$ cat src/rtl/trig_out_pkg.sv
`default_nettype none
package trig_out_pkg;
    // ----------------------------------------
    // line layout and timing
    // ----------------------------------------
    localparam int STATIC_COUNT  = 8;
    localparam int EVENT_COUNT   = 5;
    localparam int LINE_COUNT    = 16;
    localparam int PIPE_DEPTH    = 8;
    localparam int SEL_WIDTH     = 4;
    localparam int SRC_WIDTH     = 16;
    // bit positions within trigLines (line 16 is bit 0)
    localparam int POS_EVENT_LO  = 0;
    localparam int POS_EXTRACT   = 5;
    localparam int POS_TRACEPT   = 6;
    localparam int POS_BREAK     = 7;
    localparam int POS_STATIC_LO = 8;
    // per-line request codes
    localparam logic [1:0] REQ_LOW  = 2'h0;
    localparam logic [1:0] REQ_HIGH = 2'h1;
    localparam logic [1:0] REQ_KEEP = 2'h2;
    localparam logic [7:0] STATIC_RESET = 8'h00;
endpackage : trig_out_pkg
`default_nettype wire

$ cat src/rtl/debug_trigger_output_pins.sv
`timescale 1ns/1ps
`default_nettype none
module debug_trigger_output_pins #(
    parameter int SRC_W = trig_out_pkg::SRC_WIDTH,
    parameter int SEL_W = trig_out_pkg::SEL_WIDTH
) (
    input  wire logic                       mclk,
    input  wire logic                       rst,
    input  wire logic                       upper_cable_lines_as_outputs,
    input  wire logic                       breakHit,
    input  wire logic                       breakClear,
    input  wire logic                       tracePointHit,
    input  wire logic                       traceExtract,
    input  wire logic [SRC_W-1:0]           eventSrc,
    input  wire logic [5*SEL_W-1:0]         eventSel,
    input  wire logic [15:0]                staticReq,
    input  wire logic                       applyStatic,
    output logic      [15:0]                trigLines,
    output logic      [15:0]                trigLinesOe,
    output logic      [7:0]                 staticLevel
);
    // ----------------------------------------
    // elaboration checks
    // ----------------------------------------
    if (SRC_W > (1 << SEL_W) || SRC_W < 1) begin : g_bad
        $error("eventSrc width does not fit the selector");
    end

    // ----------------------------------------
    // static lines
    // ----------------------------------------
    logic [7:0] static_q;
    logic [7:0] static_d;
    always_comb begin
        static_d = static_q;
        for (int i = 0; i < trig_out_pkg::STATIC_COUNT; i++) begin
            case (staticReq[2*i +: 2])
                trig_out_pkg::REQ_LOW:  static_d[i] = 1'b0;
                trig_out_pkg::REQ_HIGH: static_d[i] = 1'b1;
                default:                static_d[i] = static_q[i];
            endcase
        end
    end
    always_ff @(posedge mclk) begin
        if (rst) begin
            static_q <= trig_out_pkg::STATIC_RESET;
        end else if (applyStatic) begin
            static_q <= static_d;
        end
    end
    always_ff @(posedge mclk) begin
        if (rst) begin
            staticLevel <= trig_out_pkg::STATIC_RESET;
        end else begin
            staticLevel <= trigLines[15:8];
        end
    end

    // ----------------------------------------
    // event detection
    // ----------------------------------------
    logic       breakLatch_q;
    logic [7:0] detect;
    always_ff @(posedge mclk) begin
        if (rst) begin
            breakLatch_q <= 1'b0;
        end else if (breakHit) begin
            breakLatch_q <= 1'b1;
        end else if (breakClear) begin
            breakLatch_q <= 1'b0;
        end
    end
    always_comb begin
        detect = 8'h00;
        detect[trig_out_pkg::POS_BREAK]   = breakLatch_q | breakHit;
        detect[trig_out_pkg::POS_TRACEPT] = tracePointHit;
        detect[trig_out_pkg::POS_EXTRACT] = traceExtract;
        for (int e = 0; e < trig_out_pkg::EVENT_COUNT; e++) begin
            detect[e] = eventSrc[eventSel[e*SEL_W +: SEL_W]];
        end
    end

    // ----------------------------------------
    // delay pipeline
    // ----------------------------------------
    // the pin flop is the last of the eight stages
    logic [7:0] pipe_q [trig_out_pkg::PIPE_DEPTH-1];
    always_ff @(posedge mclk) begin
        if (rst) begin
            for (int s = 0; s < trig_out_pkg::PIPE_DEPTH - 1; s++) begin
                pipe_q[s] <= 8'h00;
            end
        end else begin
            pipe_q[0] <= detect;
            for (int s = 1; s < trig_out_pkg::PIPE_DEPTH - 1; s++) begin
                pipe_q[s] <= pipe_q[s-1];
            end
        end
    end

    // ----------------------------------------
    // pin drive
    // ----------------------------------------
    always_ff @(posedge mclk) begin
        if (rst) begin
            trigLines   <= 16'h0000;
            trigLinesOe <= 16'h0000;
        end else if (upper_cable_lines_as_outputs) begin
            trigLines   <= {static_q, pipe_q[trig_out_pkg::PIPE_DEPTH-2]};
            trigLinesOe <= 16'hffff;
        end else begin
            trigLines   <= 16'h0000;
            trigLinesOe <= 16'h0000;
        end
    end

    // ----------------------------------------
    // per-line checks
    // ----------------------------------------
    for (genvar e = 0; e < trig_out_pkg::EVENT_COUNT; e++) begin : g_evt_chk

    end
    for (genvar i = 0; i < trig_out_pkg::STATIC_COUNT; i++) begin : g_static_chk

    end
endmodule : debug_trigger_output_pins
`default_nettype wire

$ cat config.mk
export PLATFORM = sky130hd
export DESIGN_NAME = debug_trigger_output_pins
export DESIGN_NICKNAME = d
export VERILOG_FILES = /design/src/rtl/trig_out_pkg.sv /design/src/rtl/debug_trigger_output_pins.sv
export SDC_FILE = /design/constraint.sdc
export NUM_CORES = 1
export LEC_CHECK = 0
export BUFFER_PORTS_ARGS = -buffer_cell sky130_fd_sc_hd__buf_2
export CAP_MARGIN = 20
export CORE_MARGIN = 2
export CORE_UTILIZATION = 55
export DETAILED_ROUTE_END_ITERATION = 12
export PLACE_DENSITY = 0.84
export SETUP_SLACK_MARGIN = 0.05
export SYNTH_ARGS = -nofsm -noshare
export SYNTH_HDL_FRONTEND = slang
export SYNTH_SLANG_ARGS = --single-unit
$ cat constraint.sdc
create_clock -name mclk -period 3.9 [get_ports mclk]
set_input_delay 0.585 -clock mclk [delete_from_list [all_inputs] [get_ports mclk]]
set_output_delay 0.585 -clock mclk [all_outputs]
set_load 0.03 [all_outputs]
==> flow_summary.ini <==
[drt]
drt-pass1-iter-count = 4
drc = 0
vias_per_cell = 5.11
drtAntennaViolNets = 0
wire_per_inst_um = 12.6
first_iter_violations = 73
via_count = 2326
routed_wl_um = 5720

[power]
power_frac_seq_pct = 54.0
p_sw_mw = 0.403
ir_worst_vdd_mv = 0.275
p_comb_share_pct = 10.3
power_mw = 1.76
internal-power_mw = 1.36
clock_power_share_pct = 35.7
p_leak_nw = 1.80
netSwitchingFraction_pct = 22.9
p_per_area_nw_per_um2 = 446

[sta]
setup_tns_ns = 0
finalCritPeriodShare_pct = 44.0
fin_crit_ns = 1.71
finClkSkew_ns = 0.00786
finalSetupViolations = 0
clock.fmax_mhz = 583
slew_viol_final = 0
worst_pin_slew_ns = 0.871
fin_ws_ns = 2.19
finalHoldWorstSlack_ns = 0.430
max_slew_margin_pct = 41.8
rsz0062_at_grt = false
hold_violations = 0

[logic_synthesis]
yosys_warnings = 0
synth_seq_area_share_pct = 53.8
synth_nets = 353
avgSynthCellArea_um2 = 11.4
syn_inst = 293
synth_area_um2 = 3350
synth_seq_cells = 90
yosysUniqueCellTypes = 22

[clocking]
cts_buffers = 9
postCtsHoldBufs = 0
root_buffer = clkbuf_8
htreeDepth = 3
cts.sinks = 90
clk_pin_slew_ns = 0.08
postCtsSetupRepairBufs = 0
cts_buffer_depth = 2
cts_tree = built
cts_resized = 0
clk_latency_ns = 0.35

[cells_and_area]
syn_to_final_growth_pct = 17.9
drive_gt1_share_pct = 33.2
final_cell_mix = 99 x buf_2, 90 x dfxtp_1, 68 x nor2b_1
layout.nets = 435
final_area_um2 = 3950
utilization_pct = 67.1
layout_commonest_cell = buf_2
stdcell_count = 455
antenna_cells = 0

[critical_path]
crit_type = input port to flip-flop
cp_slowest_cell = nor2b_1
crit_arrival_ns = 2.01
crit_required_ns = 4.19
start_kind = input port
slowest_delay_ns = 0.76
end_kind = flip-flop
cp_cell_sequence = buf_2 > buf_4 > nor2b_1 > and2_1
crit_fanout = 74

[die]
core_area_um2 = 5890
die_w_um = 82.0
die_y_um = 82.0
die_area_um2 = 6730
start_util_pct = 56.9
num_rows = 28
ioPinCount = 100

[flow_run]
maxCapViolCount = 0

[placed_design]
place_inst = 439
gp_congestion = 0.837
placed_area_um2 = 3740
dp_hpwl_um = 4050
dp_slack_ns = 1.85
numPortBuffers = 99

[grt]
antenna_found_initial = 0
grt_pass1_wl_um = 9280
grt_max_degree = 75
grt_pass1_vias = 2151
overflow = 0
grt_usage_pct = 18.3

[min_path]
hold_class = flip-flop to flip-flop

[run_status]
status = finished, final reports clean
cell type report:
type / instances / area [um2]
Multi-Input combinational cell: 169 / 1330
Timing Repair Buffer: 100 / 503
Sequential cell: 90 / 1800
Clock buffer: 12 / 155
Clock inverter: 4 / 50.0
Tap cell: 75 / 93.8
Fill cell: 445 / 1940
Inverter: 5 / 18.8
registers in the layout, indices dropped and copies added, names as in the netlist:
register / count
breakLatch_q: 1
trigLinesOe: 1
static_q: 8
trigLines: 16
staticLevel: 8
pipe_q: 56
power by group through the flow:
stage | Sequential, mW | Clock [mW] | Combinational (mW)
after floorplan | 0.976 | 0 | 0.122
after global placement | 0.971 | 0 | 0.174
after detailed placement | 0.972 | 0 | 0.179
after CTS | 0.950 | 0.642 | 0.181
after global routing | 0.953 | 0.689 | 0.195
final | 0.950 | 0.629 | 0.181
logic make-up (layout without fill, tap and decap cells):
| logic type | after synthesis | count (layout) | share of synthesized area [%] |
|---|---|---|---|
| AND/OR/NAND/NOR | 111 | 111 | 19.2 |
| flip-flops | 90 | 90 | 53.8 |
| multiplexers | 38 | 38 | 15.9 |
| buffers and inverters | 34 | 121 | 6.61 |
| AO/OA/AOI/OAI | 20 | 20 | 4.48 |
Yosys cell counts:
master	number	share of area (%)
nand2b_1	1	0.19
buf_1	1	0.11
nand2_1	6	0.67
o22ai_1	5	0.93
and2_1	16	3.0
mux2_2	6	2.0
a21oi_1	5	0.75
nor3_1	1	0.15
or3_1	1	0.19
buf_6	5	1.7
mux2i_1	22	6.6
dfxtp_1	90	54
clkbuf_1	8	0.90
mux4_1	5	3.9
mux4_2	5	3.4
a311o_1	5	1.5
buf_4	15	3.4
nor2b_1	68	13
nand3_1	8	1.2
nor2_1	10	1.1
o2111ai_1	5	1.3
inv_1	5	0.56
worst max-delay path: cells and delay by family:
kind | cells | cell delay (ns)
and+or+nand+nor | 2 | 1.00
buffers and inverters | 2 | 0.41
path summary, 6_finish.rpt:
check	start	endpoint	slack [ns]	cells past startpoint
worst max-delay path	rst	trigLines[15]	2.19	4
worst min-delay path	pipe_q[6][4]	trigLines[4]	0.43	1
worst max register to register	static_q[4]	static_q[4]	3.23	2
worst min register to register	pipe_q[6][4]	trigLines[4]	0.43	1
metal layers:
| layer | global-route usage, % | vias up | routed length [um] |
|---|---|---|---|
| met4 | 10.2 | 0 | 142 |
| met3 | 6.59 | 11 | 478 |
| met2 | 31.0 | 108 | 2810 |
| li1 | - | 1133 | - |
| met5 | 0 | - | 0 |
| met1 | 19.9 | 1074 | 2290 |
Note: power is estimated with default switching activity, not from simulation.
